<file path="config.mk">
export PLATFORM = sky130hd
export DESIGN_NAME = dac_input_host
export DESIGN_NICKNAME = d
export VERILOG_FILES = /design/src/pkg/dac_host_pkg.sv /design/src/hdl/dac_input_host.sv
export VERILOG_INCLUDE_DIRS = /design/src /design/src/pkg
export SDC_FILE = /design/constraint.sdc
export NUM_CORES = 1
export LEC_CHECK = 0
export BUFFER_PORTS_ARGS = -buffer_cell sky130_fd_sc_hd__clkbuf_2
export CAP_MARGIN = 20
export CORE_UTILIZATION = 30
export CTS_CLUSTER_SIZE = 10
export DETAILED_ROUTE_END_ITERATION = 12
export GPL_ROUTABILITY_DRIVEN = 0
export PLACE_DENSITY = 0.48
export SLEW_MARGIN = 5
export SYNTH_ARGS = -nofsm -noshare
export SYNTH_HDL_FRONTEND = slang
export SYNTH_SLANG_ARGS = --single-unit
</file>
<file path="constraint.sdc">
create_clock -name clk_sys -period 6.67 [get_ports clk_sys]
set_clock_uncertainty 0.15 [all_clocks]
set_input_delay 1.334 -clock clk_sys [delete_from_list [all_inputs] [get_ports clk_sys]]
set_output_delay 1.334 -clock clk_sys [all_outputs]
set_load 0.01 [all_outputs]
</file>
<file path="src/pkg/dac_host_defs.svh">
// Timing figures and reset values for the double-buffered DAC input host.
// Assumes a single system clock whose period is given below in nanoseconds.
`ifndef DAC_HOST_DEFS_SVH
`define DAC_HOST_DEFS_SVH

// ----------------------------------------------------------------------------
// Clock
// ----------------------------------------------------------------------------
`define CLK_PERIOD_NS     50

// ----------------------------------------------------------------------------
// Interface times in ns, as printed
// ----------------------------------------------------------------------------
`define SETUP_NS          60
`define BYTE_PULSE_NS     60
`define LOAD_PULSE_NS     70
`define HOLD_NS           20

// Least times round up to whole cycles, never below one
`define CEIL_CYC(ns)      ((((ns) + `CLK_PERIOD_NS - 1) / `CLK_PERIOD_NS) < 1 ? 1 : \
                           (((ns) + `CLK_PERIOD_NS - 1) / `CLK_PERIOD_NS))
`define SETUP_CYC         `CEIL_CYC(`SETUP_NS)
`define BYTE_PULSE_CYC    `CEIL_CYC(`BYTE_PULSE_NS)
`define LOAD_PULSE_CYC    `CEIL_CYC(`LOAD_PULSE_NS)
`define HOLD_CYC          `CEIL_CYC(`HOLD_NS)

// ----------------------------------------------------------------------------
// Pin levels after reset: all controls released, data at zero scale
// ----------------------------------------------------------------------------
`define PIN_CTRL_IDLE     1'h1
`define PIN_DATA_RESET    16'h0000

`endif

</file>
<file path="src/pkg/dac_host_pkg.sv">
// Types shared by the DAC input host and its surroundings.
// Assumes the timing header is compiled alongside; this package holds types only.
package dac_host_pkg;

  // --------------------------------------------------------------------------
  // Command
  // --------------------------------------------------------------------------
  typedef enum logic [1:0] {
    MODE_WORD,
    MODE_BYTES_SYNC,
    MODE_BYTES_SEPARATE,
    MODE_LOAD_ONLY
  } writeMode_e;

  typedef struct packed {
    writeMode_e  mode;
    logic        upperFirst;
    logic [15:0] word;
  } cmd_s;

  // --------------------------------------------------------------------------
  // Pins toward the converter, all active low except data
  // --------------------------------------------------------------------------
  typedef struct packed {
    logic        chipSelectN;
    logic        upperByteEnableN;
    logic        lowerByteEnableN;
    logic        registerLoadN;
    logic [15:0] dacData;
  } dacPins_s;

  // --------------------------------------------------------------------------
  // Sequencer
  // --------------------------------------------------------------------------
  typedef enum logic [1:0] {
    ST_IDLE,
    ST_SETUP,
    ST_STROBE,
    ST_HOLD
  } seqState_e;

  typedef enum logic [2:0] {
    KIND_UPPER,
    KIND_LOWER,
    KIND_WORD,
    KIND_LOAD,
    KIND_NONE
  } phaseKind_e;

endpackage

</file>
<file path="src/hdl/dac_input_host.sv">
// Host-side write sequencer for a 16-bit DAC with two byte latches and a DAC register.
// Assumes the converter's control pins are level-sensitive and active low, and that
// in byte modes the converter's 16 data pins are wired to one shared 8-bit bus.
`timescale 1ns/1ps
`include "dac_host_defs.svh"

module dac_input_host #(
  parameter int unsigned SETUP_CYC      = `SETUP_CYC,
  parameter int unsigned BYTE_PULSE_CYC = `BYTE_PULSE_CYC,
  parameter int unsigned LOAD_PULSE_CYC = `LOAD_PULSE_CYC,
  parameter int unsigned HOLD_CYC       = `HOLD_CYC
) (
  input  wire logic                 clk_sys,
  input  wire logic                 rstn,
  input  wire logic                 clkEn,
  input  wire logic                 cmdValid,
  output logic                      cmdReady,
  input  wire dac_host_pkg::cmd_s   cmd,
  output logic                      cmdDone,
  output dac_host_pkg::dacPins_s    pins
);

  // --------------------------------------------------------------------------
  // State
  // --------------------------------------------------------------------------
  typedef struct packed {
    dac_host_pkg::seqState_e st;
    logic [3:0]              cnt;
    logic [1:0]              phase;
    dac_host_pkg::cmd_s      cmd;
    logic                    done;
    dac_host_pkg::dacPins_s  pins;
  } state_s;

  // Counters are four bits wide: a timing count above 16 cycles would wrap
  localparam logic [3:0] SETUP_LAST = 4'(SETUP_CYC - 1);
  localparam logic [3:0] HOLD_LAST  = 4'(HOLD_CYC - 1);
  localparam logic [3:0] BYTE_LAST  = 4'(BYTE_PULSE_CYC - 1);
  localparam logic [3:0] LOAD_LAST  = 4'(LOAD_PULSE_CYC - 1);
  // A strobe that also pulses the load pin must satisfy the longer of both widths
  localparam logic [3:0] SYNC_LAST  = (LOAD_LAST > BYTE_LAST) ? LOAD_LAST : BYTE_LAST;

  state_s s_q;
  state_s s_d;

  // --------------------------------------------------------------------------
  // Phase plan
  // --------------------------------------------------------------------------
  function automatic dac_host_pkg::phaseKind_e phaseKind(input dac_host_pkg::cmd_s c,
                                                         input logic [1:0]         ph);
    dac_host_pkg::phaseKind_e firstB;
    dac_host_pkg::phaseKind_e secondB;
    firstB  = c.upperFirst ? dac_host_pkg::KIND_UPPER : dac_host_pkg::KIND_LOWER;
    secondB = c.upperFirst ? dac_host_pkg::KIND_LOWER : dac_host_pkg::KIND_UPPER;
    phaseKind = dac_host_pkg::KIND_NONE;
    case (c.mode)
      dac_host_pkg::MODE_WORD: begin
        if (ph == 2'h0) phaseKind = dac_host_pkg::KIND_WORD;
      end
      dac_host_pkg::MODE_LOAD_ONLY: begin
        if (ph == 2'h0) phaseKind = dac_host_pkg::KIND_LOAD;
      end
      dac_host_pkg::MODE_BYTES_SYNC,
      dac_host_pkg::MODE_BYTES_SEPARATE: begin
        if (ph == 2'h0) phaseKind = firstB;
        else if (ph == 2'h1) phaseKind = secondB;
        else if (ph == 2'h2 && c.mode == dac_host_pkg::MODE_BYTES_SEPARATE) begin
          phaseKind = dac_host_pkg::KIND_LOAD;
        end
      end
      default: phaseKind = dac_host_pkg::KIND_NONE;
    endcase
  endfunction

  // Data placed on the pins for a phase; a byte goes out on both halves of the bus
  function automatic logic [15:0] phaseData(input dac_host_pkg::cmd_s       c,
                                            input dac_host_pkg::phaseKind_e k,
                                            input logic [15:0]              cur);
    case (k)
      dac_host_pkg::KIND_UPPER: phaseData = {c.word[15:8], c.word[15:8]};
      dac_host_pkg::KIND_LOWER: phaseData = {c.word[7:0], c.word[7:0]};
      dac_host_pkg::KIND_WORD:  phaseData = c.word;
      default:                  phaseData = cur;
    endcase
  endfunction

  // Down-counter step shared by every timed state
  function automatic logic [3:0] countDown(input logic [3:0] c);
    countDown = c - 4'h1;
  endfunction

  // Phase three is never planned, so the wrap of this step is harmless
  function automatic logic [1:0] nextPhase(input logic [1:0] p);
    nextPhase = 2'(p + 2'h1);
  endfunction

  // --------------------------------------------------------------------------
  // Sequencer
  // --------------------------------------------------------------------------
  dac_host_pkg::phaseKind_e kindNow;
  dac_host_pkg::phaseKind_e kindNext;
  logic                     lastByte;

  always_comb begin
    s_d      = s_q;
    s_d.done = 1'b0;
    kindNow  = phaseKind(s_q.cmd, s_q.phase);
    kindNext = phaseKind(s_q.cmd, nextPhase(s_q.phase));
    lastByte = (s_q.cmd.mode == dac_host_pkg::MODE_BYTES_SYNC) && (s_q.phase == 2'h1);
    case (s_q.st)
      dac_host_pkg::ST_IDLE: begin
        if (cmdValid) begin
          s_d.cmd   = cmd;
          s_d.phase = 2'h0;
          s_d.cnt   = SETUP_LAST;
          s_d.st    = dac_host_pkg::ST_SETUP;
          // Decoded address on select for the whole write; enables stay high here
          s_d.pins.chipSelectN      = 1'b0;
          s_d.pins.upperByteEnableN = 1'b1;
          s_d.pins.lowerByteEnableN = 1'b1;
          // Word mode keeps the DAC register open; others close it before data moves
          s_d.pins.registerLoadN = (cmd.mode != dac_host_pkg::MODE_WORD);
          s_d.pins.dacData = phaseData(cmd, phaseKind(cmd, 2'h0), s_q.pins.dacData);
        end
      end
      dac_host_pkg::ST_SETUP: begin
        if (s_q.cnt == 4'h0) begin
          s_d.st = dac_host_pkg::ST_STROBE;
          case (kindNow)
            dac_host_pkg::KIND_UPPER: begin
              s_d.pins.upperByteEnableN = 1'b0;
              s_d.pins.registerLoadN    = ~lastByte;
              s_d.cnt = lastByte ? SYNC_LAST : BYTE_LAST;
            end
            dac_host_pkg::KIND_LOWER: begin
              s_d.pins.lowerByteEnableN = 1'b0;
              s_d.pins.registerLoadN    = ~lastByte;
              s_d.cnt = lastByte ? SYNC_LAST : BYTE_LAST;
            end
            dac_host_pkg::KIND_WORD: begin
              // Both enables with load already low: every latch transparent
              s_d.pins.upperByteEnableN = 1'b0;
              s_d.pins.lowerByteEnableN = 1'b0;
              s_d.cnt = BYTE_LAST;
            end
            default: begin
              s_d.pins.registerLoadN = 1'b0;
              s_d.cnt = LOAD_LAST;
            end
          endcase
        end else begin
          s_d.cnt = countDown(s_q.cnt);
        end
      end
      dac_host_pkg::ST_STROBE: begin
        if (s_q.cnt == 4'h0) begin
          // Closing edge: latches keep what they saw; data stays put through hold
          s_d.pins.upperByteEnableN = 1'b1;
          s_d.pins.lowerByteEnableN = 1'b1;
          if (s_q.cmd.mode != dac_host_pkg::MODE_WORD) s_d.pins.registerLoadN = 1'b1;
          s_d.cnt = HOLD_LAST;
          s_d.st  = dac_host_pkg::ST_HOLD;
        end else begin
          s_d.cnt = countDown(s_q.cnt);
        end
      end
      dac_host_pkg::ST_HOLD: begin
        if (s_q.cnt != 4'h0) begin
          s_d.cnt = countDown(s_q.cnt);
        end else if (kindNext != dac_host_pkg::KIND_NONE) begin
          s_d.phase        = nextPhase(s_q.phase);
          s_d.cnt          = SETUP_LAST;
          s_d.st           = dac_host_pkg::ST_SETUP;
          s_d.pins.dacData = phaseData(s_q.cmd, kindNext, s_q.pins.dacData);
        end else begin
          s_d.pins.chipSelectN = 1'b1;
          s_d.done             = 1'b1;
          s_d.st               = dac_host_pkg::ST_IDLE;
        end
      end
      default: s_d.st = dac_host_pkg::ST_IDLE;
    endcase
  end

  // Reset acts even while the enable is low, so a frozen host can still be cleared
  always_ff @(posedge clk_sys) begin
    if (!rstn) begin
      s_q                       <= '0;
      s_q.st                    <= dac_host_pkg::ST_IDLE;
      s_q.pins.chipSelectN      <= `PIN_CTRL_IDLE;
      s_q.pins.upperByteEnableN <= `PIN_CTRL_IDLE;
      s_q.pins.lowerByteEnableN <= `PIN_CTRL_IDLE;
      s_q.pins.registerLoadN    <= `PIN_CTRL_IDLE;
      s_q.pins.dacData          <= `PIN_DATA_RESET;
    end else if (clkEn) begin
      s_q <= s_d;
    end
  end

  // --------------------------------------------------------------------------
  // Outputs
  // --------------------------------------------------------------------------
  // Ready is combinational so a new command can be taken in the cycle done shows
  assign cmdReady = clkEn && (s_q.st == dac_host_pkg::ST_IDLE);
  assign cmdDone  = s_q.done;
  assign pins     = s_q.pins;

endmodule

</file>
==> results of run 1 <==
==> synth_stat cells (all sizes together), types with 3 or more instances <==
cell	number	share of area, %
nand2	53	6.5
dfxtp	48	30
a21oi	33	5.4
buf	27	6.0
ha	19	7.5
inv	17	2.0
a32o	16	5.1
mux2i	14	4.4
clkbuf	12	1.4
nor2	12	1.4
nand2b	10	2.0
o21ai	10	1.6
a221o	8	2.5
mux2	8	2.9
nor2b	8	1.6
o22a	8	2.2
nor3	6	0.95
a211oi	4	0.95
a21boi	4	0.95
a21o	4	1.2
nand3b	4	0.95
nand3	3	0.48
nor4	3	0.59
or3b	3	0.83
==> layout by cell type, fill, tap and decap left out, types with 3 or more instances in the layout <==
master and n:
a211oi_1 4, a21boi_0 4, a21o_1 3, a21oi_1 32, a221o_1 8, a32o_1 16
buf_4 3, clkbuf_2 45, clkbuf_8 6, dfxtp_1 48, ha_1 19, inv_1 17
mux2_2 8, mux2i_1 14, nand2_1 52, nand2b_1 10, nand3_1 3, nand3b_1 4
nor2_1 12, nor2b_1 8, nor3_1 6, nor4_1 3, o21ai_0 8, o22a_1 8
or3b_2 3
==> cell families after synthesis <==
family | share of synthesized area, %
AO/OA/AOI/OAI | 26.0
adder cells (fa/ha/maj) | 7.53
buffers and inverters | 9.43
flip-flops | 30.4
multiplexers | 7.29
AND/OR/NAND/NOR | 19.3
==> where the power goes <==
group	switching [mW]	total [mW]	internal, mW
Combinational	0.0920	0.162	0.0703
Clock	0.109	0.194	0.0852
Sequential	0.0134	0.319	0.306
Total	0.214	0.675	0.461
==> worst min-delay path by stage <==
stage | from | depth (start not counted) | to
2_1_floorplan | pins[19]$_SDFFE_PN1P_ | 1 | pins[19]$_SDFFE_PN1P_
3_3_place_gp | pins[19]$_SDFFE_PN1P_ | 1 | pins[19]$_SDFFE_PN1P_
3_5_place_dp | pins[19]$_SDFFE_PN1P_ | 1 | pins[19]$_SDFFE_PN1P_
4_1_cts | s_q[34]$_SDFFE_PN0P_ | 2 | s_q[34]$_SDFFE_PN0P_
5_1_grt | s_q[21]$_SDFFE_PN0P_ | 2 | s_q[21]$_SDFFE_PN0P_
6_report | pins[19]$_SDFFE_PN1P_ | 1 | pins[19]$_SDFFE_PN1P_
==> metal layers <==
metal  GRT usage [%]  up-vias  part of all wire [%]
met3            2.81       12                   4.4
li1                -     1333                     -
met5               0        -                     0
met4            5.94        0                   2.0
met2            24.8       53                    45
met1            19.9     1263                    49
==> layout make-up <==
cell class	instances	area share [%]
inverters	17	1.86
clock inverters	2	0.400
well taps	136	4.95
multi-input cells	262	55.2
flip-flops and latches	48	28.0
repair buffers	48	7.21
clock buffers	6	2.40
==> critical path, stage by stage <==
cell,delay [ps]
clkbuf_2,100
inv_1,60
ha_1,290
inv_1,50
nor3_1,520
nand2_1,360
a221o_1,380
a32o_1,240
==> metrics by stage <==
stage	std cells	worst slack (ps)	cell area, sq um	utilization [%]
after floorplan	366	3310	3160	-
after global placement	510	2620	3340	32.5
after detailed placement	510	2520	3340	32.5
after CTS	518	2860	3430	33.4
after global routing	519	3210	3440	33.4
final	519	3380	3440	33.4
==> flip-flops by register name (all words and copies together), names as in the netlist <==
name and cells:
s_q 27, pins 20, cmdDone 1
==> flow_metrics.tcl, run 1 <==
set metrics [dict create \
    grt_start_max_net_pins 35 \
    die_w_um 105 \
    crit_path_end_kind "register" \
    synth_top_flop_cell "dfxtp_1" \
    core_sq_mm 0.0103 \
    drv_cap 0 \
    rsz0062_at_grt "no" \
    r2r-end "pins[4]$_SDFFE_PN0P_" \
    vias_per_cell 5.13 \
    relSlewSlack_pct 27.6 \
    path_class "input pin to register" \
    synth_edf_count 0 \
    power_density_mw_per_mm2 197 \
    multiInputGateArea_sq_mm 0.00190 \
    setup_tns_ps 0 \
    clk-insertion-delay-late_ps 310 \
    worstPathMaxFanout 8 \
    required_ps 6730 \
    via_count 2661 \
    vdd_drop_max_v 0.0000816 \
    hold_violations 0 \
    endpoint "pins[9]$_SDFFE_PN0P_" \
    dp_hpwl_um 5620 \
    wire_per_inst_um 15.8 \
    area_delta_synth_final_pct 8.88 \
    period_minus_slack_ps 3290 \
    async_flop_share_pct 0 \
    die-area_sq_mm 0.0109 \
    cts.sinks 48 \
    crit_path_start_kind "input pin" \
    fin_crit_sh_pct 49.3 \
    cts_tree "built" \
    syn-num-nets 408 \
    drt_iter0_drc 118 \
    io_pins 45 \
    fillers 1112 \
    final_max_slew_viol_count 0 \
    avgSynthCellArea_sq_um 8.63 \
    r2r_start "s_q[40]$_SDFFE_PN0P_" \
    grt.overflow.total 0 \
    cts_hold_buf 0 \
    status "finished, violations left" \
    drtAntennaViolNets 0 \
    dr.pass1.iters 8 \
    cp.arrival_ps 3350 \
    hold_class "register to register" \
    fmax_ghz 0.304 \
    failed_checks "DRC" \
    diodes 0 \
    cts.clk_slew.worst_paths_ps 100 \
    r2r_slack_ps 3620 \
    cts_inserted_buffers 5 \
    post_cts_buffers 0 \
    setup_violations 0 \
    cts_buffer_depth 2 \
    crit_start "cmd[17]" \
    placementRows 37 \
    cts_resized 0 \
    gr-usage-all-layers_pct 15.2 \
    synth.distinct_cells 56 \
    syn_area_sq_mm 0.00316 \
    ys_seq_area_share_pct 30.4 \
    syn_inst 366 \
    whs_ps 321 \
    drc 2 \
    grt_pass1_wl_um 13300 \
    port_buffers 44 \
    antenna_found_initial 0 \
    seq_area_sq_um 961 \
    total_power_mw 0.675 \
    worst-r2r-cell-count 7 \
    wl_um 8220 \
    yosysWarnings 0 \
    die_h_um 105 \
    ys_ff_latch 48 \
    cts_root_buf "clkbuf_8" \
    p_leak_nw 1.29 \
    drive_above_1_share_pct 20.4 \
    start_util_pct 30.7 \
    nets 424 \
    worst_slew_pin_slew_ps 1070 \
    grt_pass1_vias 2646 \
    h-tree-depth 2 \
]
(Power assumes the default switching activity.)
==> run 2: changes to the inputs <==
--- a/config.mk
+++ b/config.mk
@@ -6,6 +6,7 @@
 export SDC_FILE = /design/constraint.sdc
 export NUM_CORES = 1
 export LEC_CHECK = 0
+export ABC_AREA = 1
 export BUFFER_PORTS_ARGS = -buffer_cell sky130_fd_sc_hd__clkbuf_2
 export CAP_MARGIN = 20
 export CORE_UTILIZATION = 30
==> constraint.sdc (replaced) <==
create_clock -name clk_sys -period 3.4 [get_ports clk_sys]
set_clock_uncertainty 0.15 [all_clocks]
set_input_delay 0.68 -clock clk_sys [delete_from_list [all_inputs] [get_ports clk_sys]]
set_output_delay 0.68 -clock clk_sys [all_outputs]
set_load 0.01 [all_outputs]
==> flow_metrics.tcl, run 2 <==
set metrics [dict create \
    fmax_ghz 0.398 \
    final_area_sq_mm 0.00355 \
    cts_hold_buf 0 \
    grt_pass1_vias 2836 \
    area_delta_synth_final_pct 8.50 \
    die_h_um 106 \
    diodes 0 \
    dp_hpwl_um 6120 \
    grt_pass1_wl_um 14500 \
    worst-r2r-cell-count 11 \
    drc 0 \
    grt_start_max_net_pins 36 \
    grt.overflow.total 0 \
    h-tree-depth 2 \
    period_minus_slack_ps 2510 \
    start_util_pct 31.2 \
    wire_per_inst_um 13.9 \
    cts_inserted_buffers 5 \
    min_path_cells 2 \
    crit_start "s_q[38]$_SDFFE_PN0P_" \
    required_ps 3480 \
    vias_per_cell 4.78 \
    path_class "register to register" \
    placementRows 37 \
    syn_area_sq_mm 0.00327 \
    syn-num-nets 526 \
    core_sq_mm 0.0105 \
    synth_top_area_share_pct 29.4 \
    syn_inst 484 \
    synth_common_cells "nand2_1, inv_1, o21ai_0, dfxtp_1, nor2_1" \
    gr-usage-all-layers_pct 16.3 \
    async_flop_share_pct 0 \
    final_cells 637 \
    layout_common_cells "nand2_1, inv_1, o21ai_0, dfxtp_1, clkbuf_2" \
    wl_um 8840 \
    cts.sinks 48 \
    drt_iter0_drc 129 \
    vdd_drop_max_v 0.000170 \
    cts_root_buf "clkbuf_8" \
    synth_edf_count 0 \
    via_count 3043 \
    crit_path_end_kind "register" \
    top_register "s_q" \
    power_density_mw_per_mm2 460 \
    drive_above_1_share_pct 18.0 \
    drv_cap 0 \
    rsz0062_at_grt "no" \
    final_max_slew_viol_count 0 \
    total_power_mw 1.63 \
    fin_crit_sh_pct 73.9 \
    dr.pass1.iters 4 \
    r2r_start "s_q[38]$_SDFFE_PN0P_" \
    cp.arrival_ps 2590 \
    p_leak_nw 1.62 \
    synth.distinct_cells 36 \
    ys_seq_area_share_pct 29.4 \
    port_buffers 44 \
    cts.clk_slew.worst_paths_ps 100 \
    worst_slew_pin_slew_ps 1070 \
    ys_top_cells_by_area "dfxtp_1, nand2_1, o21ai_0" \
    setup_violations 0 \
    drtAntennaViolNets 0 \
    yosysWarnings 0 \
    yosysTopAreaCell "dfxtp_1" \
    synth_top_flop_cell "dfxtp_1" \
    die_w_um 106 \
    post_cts_buffers 0 \
    hold_class "register to register" \
    relSlewSlack_pct 28.3 \
    nets 542 \
    crit_path_start_kind "register" \
    hold_violations 0 \
    setup_tns_ps 0 \
    io_pins 45 \
    cts_resized 0 \
    antenna_found_initial 0 \
    hold_start "pins[18]$_SDFFE_PN1P_" \
    place_inst 629 \
    die-area_sq_mm 0.0113 \
    ys_ff_latch 48 \
    whs_ps 324 \
    avgSynthCellArea_sq_um 6.75 \
    status "finished clean" \
    worstPathMaxFanout 24 \
    cts_buffer_depth 2 \
    yosysMostFrequentCell "nand2_1" \
    postPlaceCellArea_sq_mm 0.00343 \
    clk-insertion-delay-late_ps 310 \
    cts_tree "built" \
    layout_commonest_cell "nand2_1" \
    largest_reg_flops 27 \
]
[run 2: cell types whose count changed in the layout (fill, tap and decap cells not counted), sizes merged, moves of 14 or more]
cell   previous run  this run
nand2            53        85
a32o             16         0
nand3             3        41
mux2i            14         0
o21ai            10        64
inv              18        73
nor2             12        48
[run 2: cell families after synthesis]
kind of cell	count (synthesis)	synth area share [%]
AO/OA/AOI/OAI	124	21.3
XOR/XNOR	2	0.536
adder cells (fa/ha/maj)	19	7.27
buffers and inverters	112	16.5
flip-flops	48	29.4
AND/OR/NAND/NOR	179	25.0
[run 2: where the power goes]
| part | total [mW] | switching, mW | internal, mW |
|---|---|---|---|
| combinational | 0.497 | 0.321 | 0.176 |
| clock | 0.460 | 0.219 | 0.241 |
| sequential | 0.674 | 0.0437 | 0.631 |
[run 2: final timing paths]
check        slack, ps               endpoint
min                320  pins[18]$_SDFFE_PN1P_
min reg2reg        320  pins[18]$_SDFFE_PN1P_
max                890   pins[5]$_SDFFE_PN0P_
max reg2reg        890   pins[5]$_SDFFE_PN0P_
[run 2: through the flow]
stage | worst slack (ps) | utilization [%]
after floorplan | 1220 | -
after global placement | 826 | 32.7
after detailed placement | 761 | 32.7
after CTS | 872 | 33.9
after global routing | 667 | 33.9
final | 887 | 33.9
[run 2: layout make-up]
class                      instances  area [sq um]
fill                            1196          6920
multi-input combinational        324          1770
sequential                        48           961
inverter                          73           277
timing repair buffer              48           250
tap                              136           170
clock buffer                       6          82.6
clock inverter                     2          38.8
[run 2: per-layer routing]
layer / up-vias / wire length, um / global-route usage, %
met1: 1377 / 4580 / 23.5
met5: - / 0 / 0
met3: 6 / 455 / 2.76
met4: 0 / 98 / 4.56
li1: 1581 / - / -
met2: 79 / 3700 / 24.6
[run 2: worst max-delay path, stage by stage (launching register included)]
cell and delay, ps:
dfxtp_1 340, inv_1 140, ha_1 500, nor2_2 110, nand3_1 130, o211ai_1 150, a21oi_2 230, inv_2 90
nor2_8 300, nand3_1 170, nand2_1 90, inv_1 30
